--- src/rtl/xcfg_pkg.sv ---
/*
  constants of the crosspoint serial configuration logic.
  assumes nothing of its surroundings.
*/
package xcfg_pkg;
  localparam int NUM_OUT    = 16;
  localparam int SEL_W      = 5;
  localparam int FIELD_W    = 6;
  localparam int FRAME_BITS = NUM_OUT * FIELD_W;
  localparam int ADDR_W     = 4;
  localparam int WORD_BITS  = 10;
  localparam int WORD_OUT_LSB = 0;
  localparam int WORD_SEL_LSB = 4;
  localparam int WORD_OFF_BIT = 9;
  localparam int FIELD_OFF_BIT = 5;
  localparam logic [SEL_W-1:0] SEL_RESET = 5'h00;
  localparam logic             OFF_RESET = 1'h1;
  localparam logic             OFF_ON    = 1'h0;
  localparam int SYNC_STAGES = 2;
  typedef enum logic [0:0] {
    XCFG_IDLE  = 1'b0,
    XCFG_ARMED = 1'b1
  } xcfg_link_t;
endpackage

--- src/rtl/xcfg_crosspoint_serial_config.sv ---
/*
  serial configuration logic of a 32 input, 16 output crosspoint:
  four wire serial port, staging bank, active bank, clear and
  connect-all overrides.
  assumes all pins come from outside the clock domain; the serial
  clock is far slower than clock and is sampled, not used as a clock.
*/
`timescale 1ns/100ps
module xcfg_crosspoint_serial_config #(
  parameter int NUM_OUT    = xcfg_pkg::NUM_OUT,
  parameter int SEL_W      = xcfg_pkg::SEL_W
) (
  // clock and reset
  input  wire logic                     clock,
  input  wire logic                     rst_b,
  // serial port pins
  input  wire logic                     ser_clk,
  input  wire logic                     ser_din,
  input  wire logic                     cs_b,
  input  wire logic                     cfg,
  input  wire logic                     mode,
  output logic                          ser_dout,
  // override pins
  input  wire logic                     clear,
  input  wire logic                     connect_all_to_first_input,
  // switch matrix settings
  output logic [NUM_OUT*SEL_W-1:0]      out_sel,
  output logic [NUM_OUT-1:0]            out_off
);

  localparam int FW = xcfg_pkg::FIELD_W;
  localparam int FB = NUM_OUT * FW;
  localparam int WB = xcfg_pkg::WORD_BITS;
  localparam int NS = xcfg_pkg::SYNC_STAGES;

  ////////////////////////////////////////////////////////////////////////
  // pin synchronisers, plus one extra stage for edge finding
  logic [NS-1:0] clk_s_q;
  logic [NS-1:0] din_s_q;
  logic [NS-1:0] cs_s_q;
  logic [NS-1:0] cfg_s_q;
  logic [NS-1:0] mode_s_q;
  logic [NS-1:0] clr_s_q;
  logic [NS-1:0] all_s_q;
  logic          clk_d1_q;
  logic          cs_d1_q;
  logic          cfg_d1_q;

  always_ff @(posedge clock or negedge rst_b)
  begin
    if (!rst_b)
    begin
      clk_s_q  <= '0;
      din_s_q  <= '0;
      cs_s_q   <= '1;
      cfg_s_q  <= '0;
      mode_s_q <= '0;
      clr_s_q  <= '0;
      all_s_q  <= '0;
      clk_d1_q <= 1'b0;
      cs_d1_q  <= 1'b1;
      cfg_d1_q <= 1'b0;
    end
    else
    begin
      clk_s_q  <= {clk_s_q[NS-2:0], ser_clk};
      din_s_q  <= {din_s_q[NS-2:0], ser_din};
      cs_s_q   <= {cs_s_q[NS-2:0], cs_b};
      cfg_s_q  <= {cfg_s_q[NS-2:0], cfg};
      mode_s_q <= {mode_s_q[NS-2:0], mode};
      clr_s_q  <= {clr_s_q[NS-2:0], clear};
      all_s_q  <= {all_s_q[NS-2:0], connect_all_to_first_input};
      clk_d1_q <= clk_s_q[NS-1];
      cs_d1_q  <= cs_s_q[NS-1];
      cfg_d1_q <= cfg_s_q[NS-1];
    end
  end

  logic sclk;
  logic sdin;
  logic scs_b;
  logic smode;
  logic sclr;
  logic sall;
  logic sclk_rise;
  logic sclk_fall;
  logic cs_rise;
  logic cfg_rise;

  assign sclk      = clk_s_q[NS-1];
  assign sdin      = din_s_q[NS-1];
  assign scs_b     = cs_s_q[NS-1];
  assign smode     = mode_s_q[NS-1];
  assign sclr      = clr_s_q[NS-1];
  assign sall      = all_s_q[NS-1];
  assign sclk_rise = sclk & ~clk_d1_q;
  assign sclk_fall = ~sclk & clk_d1_q;
  assign cs_rise   = scs_b & ~cs_d1_q;
  assign cfg_rise  = cfg_s_q[NS-1] & ~cfg_d1_q;

  ////////////////////////////////////////////////////////////////////////
  // link state: armed by the first rising serial clock with chip select low
  xcfg_pkg::xcfg_link_t link_q;
  logic                 shift_en;

  always_ff @(posedge clock or negedge rst_b)
  begin
    if (!rst_b)
      link_q <= xcfg_pkg::XCFG_IDLE;
    else
    begin
      case (link_q)
        xcfg_pkg::XCFG_IDLE:
          if (!scs_b && sclk_rise)
            link_q <= xcfg_pkg::XCFG_ARMED;
        xcfg_pkg::XCFG_ARMED:
          if (scs_b)
            link_q <= xcfg_pkg::XCFG_IDLE;
        default:
          link_q <= xcfg_pkg::XCFG_IDLE;
      endcase
    end
  end

  assign shift_en = (link_q == xcfg_pkg::XCFG_ARMED) && !scs_b
                    && sclk_fall;

  ////////////////////////////////////////////////////////////////////////
  // staging bank: frame shift register and addressed word register
  logic [FB-1:0] frame_q;
  logic [WB-1:0] word_q;
  logic [xcfg_pkg::ADDR_W-1:0] word_out;

  assign word_out = word_q[xcfg_pkg::WORD_OUT_LSB +: xcfg_pkg::ADDR_W];

  always_ff @(posedge clock or negedge rst_b)
  begin
    if (!rst_b)
      word_q <= '0;
    else if (shift_en && smode)
      word_q <= {sdin, word_q[WB-1:1]};
  end

  always_ff @(posedge clock or negedge rst_b)
  begin
    if (!rst_b)
      frame_q <= '0;
    else if (shift_en && !smode)
      frame_q <= {sdin, frame_q[FB-1:1]};
    else if (cs_rise && smode && link_q == xcfg_pkg::XCFG_ARMED)
    begin
      frame_q[int'(word_out)*FW +: FW] <=
        {word_q[xcfg_pkg::WORD_OFF_BIT],
         word_q[xcfg_pkg::WORD_SEL_LSB +: SEL_W]};
    end
  end

  // data out: old contents leave first, only in full-frame format
  always_ff @(posedge clock or negedge rst_b)
  begin
    if (!rst_b)
      ser_dout <= 1'b0;
    else if (smode)
      ser_dout <= 1'b0;
    else
      ser_dout <= frame_q[0];
  end

  ////////////////////////////////////////////////////////////////////////
  // new data flag: any accepted bit sets it, a taken configure clears it
  logic new_q;

  always_ff @(posedge clock or negedge rst_b)
  begin
    if (!rst_b)
      new_q <= 1'b0;
    else if (shift_en)
      new_q <= 1'b1;
    else if (cfg_rise)
      new_q <= 1'b0;
  end

  ////////////////////////////////////////////////////////////////////////
  // active bank driving the matrix
  logic [SEL_W-1:0] sel_q [NUM_OUT];
  logic             off_q [NUM_OUT];

  genvar gi;
  generate
    for (gi = 0; gi < NUM_OUT; gi++)
    begin : g_out
      always_ff @(posedge clock or negedge rst_b)
      begin
        if (!rst_b)
        begin
          sel_q[gi] <= xcfg_pkg::SEL_RESET;
          off_q[gi] <= xcfg_pkg::OFF_RESET;
        end
        else if (sclr)
        begin
          sel_q[gi] <= xcfg_pkg::SEL_RESET;
          off_q[gi] <= xcfg_pkg::OFF_RESET;
        end
        else if (sall)
        begin
          sel_q[gi] <= xcfg_pkg::SEL_RESET;
          off_q[gi] <= xcfg_pkg::OFF_ON;
        end
        else if (cfg_rise && new_q)
        begin
          sel_q[gi] <= frame_q[gi*FW +: SEL_W];
          off_q[gi] <= frame_q[gi*FW + xcfg_pkg::FIELD_OFF_BIT];
        end
      end
      assign out_sel[gi*SEL_W +: SEL_W] = sel_q[gi];
      assign out_off[gi]                = off_q[gi];
    end
  endgenerate

endmodule // xcfg_crosspoint_serial_config

--- config.mk ---
export PLATFORM = sky130hd
export DESIGN_NAME = xcfg_crosspoint_serial_config
export DESIGN_NICKNAME = d
export VERILOG_FILES = /design/src/rtl/xcfg_pkg.sv /design/src/rtl/xcfg_crosspoint_serial_config.sv
export SDC_FILE = /design/constraint.sdc
export NUM_CORES = 1
export LEC_CHECK = 0
export ABC_AREA = 1
export BUFFER_PORTS_ARGS = -buffer_cell sky130_fd_sc_hd__buf_4
export CAP_MARGIN = 20
export CORE_MARGIN = 2
export CORE_UTILIZATION = 60
export DETAILED_ROUTE_END_ITERATION = 8
export GPL_TIMING_DRIVEN = 0
export PLACE_DENSITY = 0.78
export SYNTH_ARGS = -nofsm -noshare
export SYNTH_HDL_FRONTEND = slang
export SYNTH_SLANG_ARGS = --single-unit
--- constraint.sdc ---
create_clock -name clock -period 3.8 [get_ports clock]
set_clock_uncertainty 0.15 [all_clocks]
set_input_delay 0.19 -clock clock [delete_from_list [all_inputs] [get_ports clock]]
set_output_delay 0.19 -clock clock [all_outputs]
set_load 0.05 [all_outputs]
**After elaboration in Yosys (flattened, before gate mapping)**

Index checks and enable logic that the tools add are counted.
Widths: inputs -> output; s select.

- Register bits: 222
- Logic and storage cells: 178

- Add/subtract/negate cells: 1
- Multiply operators: 1
- Shifts and indexed selects: 2
- Multiplexer cells: 105
- Bitwise logic cells: 9
- Reductions and logical operators: 13

Operator list:

| cell | number |
|---|---|
| $mux 5 | 48 |
| $mux 96 | 2 |
| $bwmux 96 | 1 |
| $shift 6x33->96 const A | 1 |
| $shiftx 6x33->96 | 1 |
| $mux 1 | 53 |
| $neg 7->33 | 1 |
| $logic_and 1x1->1 | 8 |
| $mul 4x2->6 const B | 1 |
| $not 1->1 | 5 |
| $and 1x1->1 | 4 |
| $reduce_bool 2->1 | 2 |
| $reduce_bool 3->1 | 1 |
| $logic_not 1->1 | 2 |
| $pmux 1 s2 | 1 |

**Depth between registers and ports, before layout**

Gate-level depths: netlist of run 1.

- Word-level depth: 6
- Depth in mapped cells: 22

**Least setup slack after synthesis of run 1**

OpenSTA, ideal clock, no wires.

- Path kind: register to register
- Start point: register word_q[2]
- End point: register frame_q[28]
- Library setup time: 0.087 ns
- Data arrival time: 2.847 ns
- Required time: 3.563 ns
- Slack: 0.716 ns
- Stages on the path, launching flop included: 19
- Path buffers: 1
- Period minus slack after synthesis: 3.084 ns
- Path through: dfrtp_1 -> inv_1 -> fa_1 -> inv_1 -> nand2_1 -> nand2_2 -> nor2_2 -> inv_2 -> nor2_1 -> ha_1 -> buf_2 -> clkinv_1 -> nor2_4 -> inv_2 -> nor2_1 -> nand2_1 -> nand2_1 -> nand3b_1 -> o211ai_1

- Cells in the longest elaborated chain, start to end: 6
- Elaborated cells between the ends (all ways): 7

Ends and longest elaborated chain:

| element | RTL line | text |
|---|---|---|
| start: declaration | xcfg_crosspoint_serial_config.sv:131 | `logic [WB-1:0] word_q;` |
| start signal: assignment | xcfg_crosspoint_serial_config.sv:141 | `word_q <= {sdin, word_q[WB-1:1]};` |
| $mul 4x2->6 (*) | xcfg_crosspoint_serial_config.sv:152 | `frame_q[int'(word_out)*FW +: FW] <=` |
| $neg 7->33 (*) | xcfg_crosspoint_serial_config.sv:152 |  |
| $shiftx 6x33->96 / $shift 6x33->96 (equally long branches) | xcfg_crosspoint_serial_config.sv:152 |  |
| $bwmux 96 (*) | xcfg_crosspoint_serial_config.sv:152 |  |
| $mux 96 (*) | xcfg_crosspoint_serial_config.sv:150 | `else if (cs_rise && smode && link_q == xcfg_pkg::XCFG_ARMED)` |
| $mux 96 (*) | xcfg_crosspoint_serial_config.sv:148 | `else if (shift_en && !smode)` |
| end signal: assignment | xcfg_crosspoint_serial_config.sv:149 | `frame_q <= {sdin, frame_q[FB-1:1]};` |
| end signal: indexed assignment | xcfg_crosspoint_serial_config.sv:152 |  |
| end: declaration | xcfg_crosspoint_serial_config.sv:130 | `logic [FB-1:0] frame_q;` |

Mark *: on every way between the ends. The rest lies on a longest branch, timed or not. The select of a mux whose other input is x is not followed.
A chain may end at the register's enable or synchronous reset.

**Worst setup path after layout of run 1**

- Start point: register word_q[1]
- End point: register frame_q[18]

Same word-level chain as after synthesis.

==> results of run 1 <==
-- kinds of logic after synthesis --
group | synth area share [%]
buffers and inverters | 9.70
xor gates and xnor gates | 0.0757
AOI/OAI and AO/OA | 11.2
DFF | 48.2
adders and majority gates | 0.821
and+or+nand+nor | 30.0
-- repair_timing --
action,4_1_cts,5_1_grt
gates resized for setup,0,3
setup buffers,2,1
hold buffers,8,0
hold endpoints to repair,107,0
endpoints found under the setup margin,13,37
pin swaps,1,0
-- metrics by stage --
step                TNS, ns  hold WS (ns)
floorplan                 0        -0.256
global placement          0         0.149
detailed placement   -0.183         0.123
CTS                       0         0.147
global route              0         0.170
finish                    0         0.163
-- state kept, by name, summed over array words and instances, names as in the netlist --
register / flops
out_sel: 80
clr_s_q: 2
cfg_d1_q: 1
clk_s_q: 2
out_off: 16
mode_s_q: 2
link_q: 1
din_s_q: 2
clk_d1_q: 1
cs_s_q: 2
frame_q: 96
cs_d1_q: 1
ser_dout: 1
all_s_q: 2
new_q: 1
word_q: 10
cfg_s_q: 2
-- routing by layer --
layer	vias to the layer above	routed length [um]
met2	749	18700
met3	201	4750
li1	5160	-
met1	5484	15400
met5	-	0
met4	0	2960
-- layout make-up --
cell class | count | area (um2) | area share (%)
Timing Repair Buffer | 117 | 926 | 6.78
Clock inverter | 6 | 76.3 | 0.559
Tap cell | 260 | 325 | 2.38
Clock buffer | 37 | 739 | 5.42
Multi-Input combinational cell | 991 | 4880 | 35.7
Inverter | 205 | 779 | 5.71
Sequential cell | 222 | 5580 | 40.9
Buffer | 75 | 348 | 2.55
-- synthesized netlist by cell type, types with 2 or more instances --
| library cell | instances | share of area (%) |
|---|---|---|
| clkbuf_1 | 45 | 1.5 |
| o21ai_1 | 17 | 0.73 |
| nand3_1 | 204 | 8.8 |
| inv_4 | 2 | 0.11 |
| dfstp_2 | 19 | 4.3 |
| nand4_1 | 40 | 2.2 |
| o211ai_1 | 14 | 0.91 |
| nand2_1 | 386 | 13 |
| o21ai_0 | 124 | 5.4 |
| nor2_2 | 12 | 0.65 |
| buf_2 | 14 | 0.61 |
| o221ai_1 | 6 | 0.45 |
| nand2_4 | 7 | 0.68 |
| nand3_2 | 3 | 0.26 |
| buf_1 | 8 | 0.26 |
| buf_4 | 3 | 0.19 |
| dfrtp_1 | 203 | 44 |
| ha_1 | 6 | 0.65 |
| nand3b_1 | 3 | 0.19 |
| o21ai_2 | 6 | 0.45 |
| inv_1 | 190 | 6.2 |
| nand2_2 | 18 | 0.97 |
| buf_6 | 5 | 0.49 |
| nor3_1 | 6 | 0.26 |
| inv_2 | 11 | 0.36 |
| nor2_1 | 60 | 1.9 |
| nor2_4 | 8 | 0.78 |
| a21oi_1 | 23 | 0.99 |
| o22ai_1 | 35 | 1.9 |
-- power breakdown --
group / total, mW / internal [mW] / switching (mW)
sequential: 2.44 / 2.41 / 0.0309
clock: 2.42 / 1.41 / 1.01
combinational: 0.244 / 0.0560 / 0.188
total: 5.11 / 3.88 / 1.23
-- worst paths after layout --
check                                      start                      end  slack (ns)
max reg2reg                word_q[1]$_DFFE_PN0P_  frame_q[18]$_DFFE_PN0P_        0.11
min                                      ser_din     din_s_q[0]$_DFF_PN0_        0.16
min reg2reg                 clr_s_q[0]$_DFF_PN0_     clr_s_q[1]$_DFF_PN0_        0.20
max                        word_q[1]$_DFFE_PN0P_  frame_q[18]$_DFFE_PN0P_        0.11
max in group asynchronous                  rst_b     din_s_q[1]$_DFF_PN0_        2.26
min in group asynchronous                  rst_b  frame_q[86]$_DFFE_PN0P_        0.18
==> metrics, run 1 <==
CP startpoint kind=register; post-detail-place hpwl=30000 um; Starting Density=61.5%; Largest delay share family, worst path=simple AND/OR/NAND/NOR gates; Placed Instances=1859; Post-Synthesis Net Count=1509; post-route antenna net violation count=0; CP peak stage delay=0.49 ns; shortest period the worst path allows=3.69 ns; drt initial violations=1228; die area=20400 um2; critical path depth=19; Final Cycle Share=97.2%; H-Tree Depth=1; row count=50; synth warn=0; fmax=271 MHz; sequential area share after synthesis=48.2%; Vias/cell=6.06; cell count after synthesis=1493; Most Crowded Layer GR=met2; CP dominant cell by count=nand2_1; ys flop type=dfrtp_1; CTS sink cnt=222; most used cells in the layout excluding fill and tap cells=386 x nand2_1, 204 x nand3_1, 202 x dfrtp_1; Synth Cell Area=11600 um2; status=complete, no violations; Tot Pwr=5.11 mW; die width=143 um; met2 Track Usage GR=65.0%; placed cell area=12700 um2; CTS buffer count=24; Slew Viols, Final=0; Final Cell Area=13700 um2; CTS tree=done; I/O Buffers=105; crit path DAT=4.01 ns; critical path type=reg2reg; Critical Path Sink Type=register; # setup viols final=0; Final nets=1652; clk buf depth=3; maximum vdd drop=353 uV; R2R cell count=19; Async SR Flop Fraction=100%; Buf/Inv on CP=4; Fill cells=1473; total global-route track usage=41.7%; vias in the first global route=11416; top-level I/O count=106; initial antenna violation count=0; largest net degree at the start of global routing=122; first-pass GRT wire length=63900 um; count of unique library cells instantiated by Yosys=44; Worst path slowest cell=nor2_1; most common cell after layout, fill and taps aside=nand2_1; ordered list of cells on the worst path=ha_1 > inv_1 > fa_1 > inv_1 > nand2_1 > nand2_2 > nor2_2 > inv_2 > nor2_1 > ha_1 > inv_1 > nand4_1 > nor2_1 > nand2_1 > o21ai_4 > nand3_1 > nand2_1 > nand2_1 > nand2_1; GR Util met3=9.86%; layout cells sized above 1=16.3%; DRC Markers=0; final worst setup slack=0.105 ns; detailed-route via count=11594; worst hold stages=2; RSZ-0062 raised after global routing=no; hold crit path type=in2reg; Area Overhead vs Synth=17.9%; Pleak=6.46 nW; Slew @ Worst Pin=0.974 ns; Layout Utilization=72.5%; met1 GRT Util=52.9%; core area=18800 um2; DR pass1 iterations=5; Reg clk slew, reported paths=0.06 ns; Synth Area per Inst=7.76 um2; gr ovfl total=0; Die Span Y=143 um; root buf cell=clkbuf_16; mean routed wirelength per cell=21.9 um; Placement Setup Slack=-0.0618 ns; worst skew pair latency=0.54 ns; ant diodes=0; Hold Vio Cnt, Final=0; Power Density=374 nW/um2; Relative slew margins=35.1%; Max Cap Violations=0; EDFF count, synth=0; Critical Path RT=4.12 ns; Synth Register Bits=222; DRT Wirelength=41800 um; GPL Wtd Cong=1.03; Post-Layout Cell Count=1913; worst-path maximum fanout=9
No activity file was read; power rests on OpenSTA's default activity.
==> run 2: changes to the inputs <==
--- a/config.mk
+++ b/config.mk
@@ -5,11 +5,11 @@
 export SDC_FILE = /design/constraint.sdc
 export NUM_CORES = 1
 export LEC_CHECK = 0
-export ABC_AREA = 1
+export ABC_AREA = 0
 export BUFFER_PORTS_ARGS = -buffer_cell sky130_fd_sc_hd__buf_4
 export CAP_MARGIN = 20
 export CORE_MARGIN = 2
-export CORE_UTILIZATION = 60
+export CORE_UTILIZATION = 59
 export DETAILED_ROUTE_END_ITERATION = 8
 export GPL_TIMING_DRIVEN = 0
 export PLACE_DENSITY = 0.78
==> metrics, run 2 <==
hold crit path type=in2async (was in2reg); most frequent cell after synthesis=dfrtp_1 (was nand2_1); critical path type=reg2reg (unchanged); EDFF count, synth=0 (unchanged); I/O Buffers=105 (unchanged); sequential area share after synthesis=53.2% (was 48.2%); H-Tree Depth=1 (unchanged); status=complete, no violations (unchanged); vias in the first global route=8727 (was 11416); post-synthesis mux area share=3.54% (was 0%); fmax=266 MHz (was 271 MHz); Hold Vio Cnt, Final=0 (unchanged); Tot Pwr=5.15 mW (was 5.11 mW); ant diodes=0 (unchanged); layout cells sized above 1=21.4% (was 16.3%); CTS tree=done (unchanged); Slew @ Worst Pin=0.929 ns (was 0.974 ns); synth warn=0 (unchanged); Relative slew margins=37.8% (was 35.1%); Synth Cell Area=10500 um2 (was 11600 um2); initial antenna violation count=0 (unchanged); count of unique library cells instantiated by Yosys=79 (was 44); simple-gate share of the synthesized area=14.9% (was 30.0%); Post-Synthesis Net Count=992 (was 1509); cell count after synthesis=976 (was 1493); post-detail-place hpwl=24000 um (was 30000 um); Worst path slowest cell=a41oi_1 (was nor2_1); Critical Path RT=4.06 ns (was 4.12 ns); Area Overhead vs Synth=21.0% (was 17.9%); Synth Register Bits=222 (unchanged); DRC Markers=0 (unchanged); Power Density=406 nW/um2 (was 374 nW/um2); Largest delay share family, worst path=compound AO/OA/AOI/OAI gates (was simple AND/OR/NAND/NOR gates); Final nets=1142 (was 1652); synth top area cells=dfrtp_1 48%, a22o_1 6.8%, a221o_1 5.0% (was dfrtp_1 44%, nand2_1 13%, nand3_1 8.8%); FF+latch area=5580 um2 (unchanged); mean routed wirelength per cell=24.8 um (was 21.9 um); R2R cell count=10 (was 19); CTS buffer count=24 (unchanged); crit path DAT=4.02 ns (was 4.01 ns); GPL Wtd Cong=1.00 (was 1.03); DR pass1 iterations=6 (was 5); DRT Wirelength=33900 um (was 41800 um); clk buf depth=3 (unchanged); maximum vdd drop=440 uV (was 353 uV); Fill cells=1249 (was 1473); Max Cap Violations=0 (unchanged); post-synthesis xor/xnor area fraction=1.41% (was 0.0756%); main combinational cell family by area after synthesis=compound AO/OA/AOI/OAI gates (was simple AND/OR/NAND/NOR gates); Vias/cell=6.68 (was 6.06); post-synth top area share=48.4% (was 43.9%); CTS sink cnt=222 (unchanged); area of the multi-input gates=4680 um2 (was 4880 um2); fraction of the mapped netlist area in compound gates=22.9% (was 11.2%); total global-route track usage=36.7% (was 41.7%); Largest register FFs=96 (unchanged); Starting Density=60.4% (was 61.5%); Buf/Inv on CP=3 (was 4); row count=48 (was 50); Largest Register=frame_q (unchanged); post-synthesis adder-cell area fraction=0.906% (was 0.821%); Reg clk slew, reported paths=0.07 ns (was 0.06 ns); die area=18900 um2 (was 20400 um2); Pleak=5.84 nW (was 6.46 nW); Async SR Flop Fraction=100% (unchanged); # setup viols final=0 (unchanged); CP startpoint kind=register (unchanged); CP peak stage delay=0.77 ns (was 0.49 ns); Post-synth top cells=203 x dfrtp_1, 126 x nand2_1, 82 x a22o_1 (was 386 x nand2_1, 204 x nand3_1, 203 x dfrtp_1); Die Span Y=137 um (was 143 um); critical path depth=10 (was 19); die width=137 um (was 143 um); ys flop type=dfrtp_1 (unchanged); root buf cell=clkbuf_16 (unchanged); TNS Setup=0 ns (unchanged); worst skew pair latency=0.53 ns (was 0.54 ns); Critical Path Sink Type=register (unchanged); largest net degree at the start of global routing=85 (was 122); top-level I/O count=106 (unchanged); gr ovfl total=0 (unchanged); Slew Viols, Final=0 (unchanged); Final Cycle Share=98.9% (was 97.2%); most common cell after layout, fill and taps aside=dfrtp_1 (was nand2_1); detailed-route via count=9139 (was 11594); core area=17400 um2 (was 18800 um2); first-pass GRT wire length=51400 um (was 63900 um); ordered list of cells on the worst path=inv_4 > ha_1 > buf_4 > and2_1 > a221oi_2 > nand4_1 > buf_2 > a41oi_1 > nor2_1 > a221o_1 (was ha_1 > inv_1 > fa_1 > inv_1 > nand2_1 > nand2_2 > nor2_2 > inv_2 > nor2_1 > ha_1 > inv_1 > nand4_1 > nor2_1 > nand2_1 > o21ai_4 > nand3_1 > nand2_1 > nand2_1 > nand2_1); post-route antenna net violation count=0 (unchanged); most used cells in the layout excluding fill and tap cells=202 x dfrtp_1, 124 x nand2_1, 116 x buf_4 (was 386 x nand2_1, 204 x nand3_1, 202 x dfrtp_1); drt initial violations=1213 (was 1228); Synth Area per Inst=10.7 um2 (was 7.76 um2); worst-path maximum fanout=10 (was 9); Synth area leader=dfrtp_1 (unchanged); shortest period the worst path allows=3.76 ns (was 3.69 ns)
-- run 2: repair_timing --
item	in CTS	in global routing
hold endpoints to repair	129	0
buffers inserted	3	5
cloned	0	0
gates resized for setup	11	17
pin swaps	0	3
setup endpoints to repair	80	89
hold buffers	8	0
-- run 2: power by group --
group	switching, mW	internal (mW)
clock network	1.00	1.38
logic	0.175	0.0861
registers	0.0634	2.44
total	1.24	3.91
-- run 2: logic make-up (layout without fill, tap and decap cells) --
| kind of cell | Yosys count | in the layout |
|---|---|---|
| AND/OR/NAND/NOR | 325 | 325 |
| AO/OA/AOI/OAI | 298 | 298 |
| flip-flops | 222 | 222 |
| buffers and inverters | 79 | 246 |
| multiplexers | 36 | 36 |
| XOR/XNOR | 9 | 9 |
| adder cells (fa/ha/maj) | 7 | 7 |
-- run 2: cell type report --
type | instances | area share, %
Clock buffer | 26 | 4.79
Multi-Input combinational cell | 675 | 36.9
Tap cell | 225 | 2.22
Clock inverter | 17 | 1.56
Inverter | 10 | 0.335
Buffer | 68 | 2.36
Timing Repair Buffer | 125 | 7.93
Sequential cell | 222 | 44.0
-- run 2: worst paths after layout --
| kind | start | end | slack (ns) |
|---|---|---|---|
| max | word_q[2]$_DFFE_PN0P_ | frame_q[13]$_DFFE_PN0P_ | 0.04 |
| min | rst_b | clr_s_q[1]$_DFF_PN0_ | 0.05 |
| max reg2reg | word_q[2]$_DFFE_PN0P_ | frame_q[13]$_DFFE_PN0P_ | 0.04 |
| min reg2reg | clk_s_q[0]$_DFF_PN0_ | clk_s_q[1]$_DFF_PN0_ | 0.20 |
| max in group asynchronous | rst_b | word_q[7]$_DFFE_PN0P_ | 2.29 |
| min in group clock | clear | clr_s_q[0]$_DFF_PN0_ | 0.17 |
-- run 2: metal layers --
metal / part of all wire [%] / vias to the layer above / global-route usage (%)
met5: 0 / - / 0
met4: 5.2 / 0 / 18.2
li1: - / 3979 / -
met3: 10 / 135 / 7.43
met1: 40 / 4460 / 51.3
met2: 45 / 565 / 54.8
-- run 2: metrics by stage --
step	worst slack (ns)	util [%]	area, um2	instances	hold slack [ns]
floorplan	0.280	-	10500	976	-0.256
global placement	-0.342	66.6	11600	1306	0.148
detailed placement	-0.330	67.1	11600	1310	0.0203
CTS	0.00452	72.6	12600	1363	0.0659
global route	-0.00726	73.1	12700	1368	0.0892
finish	0.0412	73.1	12700	1368	0.0459
==> run 3: changes to the inputs <==
--- a/config.mk
+++ b/config.mk
@@ -12,6 +12,7 @@
 export CORE_UTILIZATION = 59
 export DETAILED_ROUTE_END_ITERATION = 8
 export GPL_TIMING_DRIVEN = 0
+export HOLD_SLACK_MARGIN = 0.12
 export PLACE_DENSITY = 0.78
 export SYNTH_ARGS = -nofsm -noshare
 export SYNTH_HDL_FRONTEND = slang
==> metrics, run 3 (same netlist as run 2, synthesis figures left out) <==
status=complete, no violations (unchanged); final worst setup slack=0.112 ns (was 0.0412 ns); most common cell after layout, fill and taps aside=dfrtp_1 (unchanged); Vias/cell=6.69 (was 6.68); top-level I/O count=106 (unchanged); Critical Path RT=4.05 ns (was 4.06 ns); gr ovfl total=0 (unchanged); Critical Path Sink Type=register (unchanged); post-detail-place hpwl=24000 um (unchanged); Starting Density=60.4% (unchanged); # setup viols final=0 (unchanged); layout cells sized above 1=21.7% (was 21.4%); Area Overhead vs Synth=21.5% (was 21.0%); Die Span Y=137 um (unchanged); post-route antenna net violation count=0 (unchanged); Largest delay share family, worst path=adder cells (was compound AO/OA/AOI/OAI gates); mean routed wirelength per cell=24.9 um (was 24.8 um); power share of the sequential group=48.6% (was 48.7%); placed cell area=11600 um2 (unchanged); hold crit path type=in2reg (was in2async); ant diodes=0 (unchanged); drt initial violations=1186 (was 1213); row count=48 (unchanged); Reg clk slew, reported paths=0.06 ns (was 0.07 ns); crit path DAT=3.94 ns (was 4.02 ns); area of the multi-input gates=4690 um2 (was 4680 um2); Layout Utilization=73.4% (was 73.1%); Clk network pwr share=46.2% (about the same); Relative slew margins=38.2% (was 37.8%); Placement Setup Slack=-0.330 ns (unchanged); fmax=271 MHz (was 266 MHz); Final Cycle Share=97.1% (was 98.9%); core area=17400 um2 (unchanged); Slew Viols, Final=0 (unchanged); GPL Wtd Cong=1.00 (unchanged); I/O Buffers=105 (unchanged); initial antenna violation count=0 (unchanged); ordered list of cells on the worst path=ha_2 > inv_1 > fa_1 > buf_4 > xnor2_2 > buf_6 > and3_1 > ha_2 > clkbuf_2 > o211ai_1 > a211oi_2 > nor2_1 > a221o_1 (was inv_4 > ha_1 > buf_4 > and2_1 > a221oi_2 > nand4_1 > buf_2 > a41oi_1 > nor2_1 > a221o_1); Max Cap Violations=0 (unchanged); Fill cells=1246 (was 1249); maximum vdd drop=440 uV (about the same); first-pass GRT wire length=51500 um (was 51400 um); worst-path maximum fanout=10 (unchanged); Power Density=405 nW/um2 (was 406 nW/um2); Pleak=5.86 nW (was 5.84 nW); critical path type=reg2reg (unchanged); Slew @ Worst Pin=0.923 ns (was 0.929 ns); Sw Share=24.1% (about the same); R2R setup slack=0.11 ns (was 0.04 ns); worst skew pair latency=0.53 ns (about the same); FF+latch area=5580 um2 (unchanged); CP peak stage delay=0.42 ns (was 0.77 ns); CTS sink cnt=222 (unchanged); die width=137 um (unchanged); CTS buffer count=24 (unchanged); clk buf depth=3 (unchanged); Final Cell Area=12700 um2 (about the same); Final nets=1144 (was 1142); Largest register FFs=96 (unchanged); total global-route track usage=36.8% (was 36.7%); vias in the first global route=8736 (was 8727); CP startpoint kind=register (unchanged); largest net degree at the start of global routing=85 (unchanged); CP dominant cell by count=ha_2; internal power=3.91 mW (about the same); sw power=1.24 mW (about the same); Largest Register=frame_q (unchanged); Combinational Power Share=5.2% (was 5.1%); Hold Vio Cnt, Final=0 (unchanged); Worst path slowest cell=ha_2 (was a41oi_1); detailed-route via count=9172 (was 9139); DRC Markers=0 (unchanged); root buf cell=clkbuf_16 (unchanged); shortest period the worst path allows=3.69 ns (was 3.76 ns); CTS tree=done (unchanged); die area=18900 um2 (unchanged); Placed Instances=1310 (unchanged); DRT Wirelength=34100 um (was 33900 um); Tot Pwr=5.16 mW (was 5.15 mW); Post-Layout Cell Count=1370 (was 1368); DR pass1 iterations=7 (was 6); most used cells in the layout excluding fill and tap cells=202 x dfrtp_1, 124 x nand2_1, 116 x buf_4 (unchanged); H-Tree Depth=1 (unchanged); Buf/Inv on CP=4 (was 3)
[run 3: cell types whose count changed in the layout (fill, tap and decap cells not counted)]
| cell | change |
|---|---|
| a41oi_2 | +1 |
| a41oi_1 | -1 |
| dlygate4sd3_1 | +1 |
| buf_16 | +1 |
| nor2_1 | -1 |
| nor2_2 | +1 |
[run 3: path summary, 6_finish.rpt]
path                                        from                      end  depth (start not counted)
max in group asynchronous                  rst_b    word_q[5]$_DFFE_PN0P_                          5
min in group asynchronous                  rst_b      cs_s_q[1]$_DFF_PN1_                          3
setup / recovery           word_q[1]$_DFFE_PN0P_  frame_q[67]$_DFFE_PN0P_                         13
hold / removal                             clear     clr_s_q[0]$_DFF_PN0_                          2
hold reg to reg             clk_s_q[0]$_DFF_PN0_     clk_s_q[1]$_DFF_PN0_                          0
setup reg to reg           word_q[1]$_DFFE_PN0P_  frame_q[67]$_DFFE_PN0P_                         13
[run 3: final cells by class]
type                            instances  share of cell area, %
Clock buffer                           26                   4.77
Buffer                                 68                   2.35
Timing Repair Buffer                  127                   8.20
Tap cell                              225                   2.21
Sequential cell                       222                   43.8
Clock inverter                         17                   1.55
Multi-Input combinational cell        675                   36.8
Inverter                               10                  0.334
[run 3: repair_timing]
action,CTS,global route
resized for setup,11,19
endpoints found under the hold margin,129,0
setup endpoints to repair,80,90
hold buffers,10,0
pin swaps,0,3
buffers inserted,3,5
[run 3: layer usage]
layer	vias to the layer above	GRT usage, %	part of all wire (%)
li1	3995	-	-
met1	4466	51.7	40
met2	571	54.9	44
met3	140	7.43	10
met4	0	18.2	5.4
met5	-	0	0
[run 3: worst register-to-register path, delay by kind of cell (launching register included)]
| family | cells | cell delay [ns] |
|---|---|---|
| fa+ha+maj | 3 | 1.01 |
| xor+xnor | 1 | 0.16 |
| flops | 1 | 0.40 |
| compound gates | 3 | 0.85 |
| buf+inv | 4 | 0.65 |
| simple gates | 2 | 0.34 |
[run 3: stage by stage]
step / TNS (ns) / hold slack, ns
after global placement: -9.25 / 0.148
after floorplan: 0 / -0.256
after detailed placement: -10.71 / 0.0203
after global routing: -0.0287 / 0.157
final: 0 / 0.164
after CTS: 0 / 0.154
[run 3: power groups by stage]
stage	Sequential, mW	Clock [mW]	Combinational (mW)
2_1_floorplan	2.57	0	0.0987
3_3_place_gp	2.54	0	0.242
3_5_place_dp	2.55	0	0.255
4_1_cts	2.50	2.39	0.268
5_1_grt	2.51	2.50	0.294
6_report	2.51	2.38	0.267
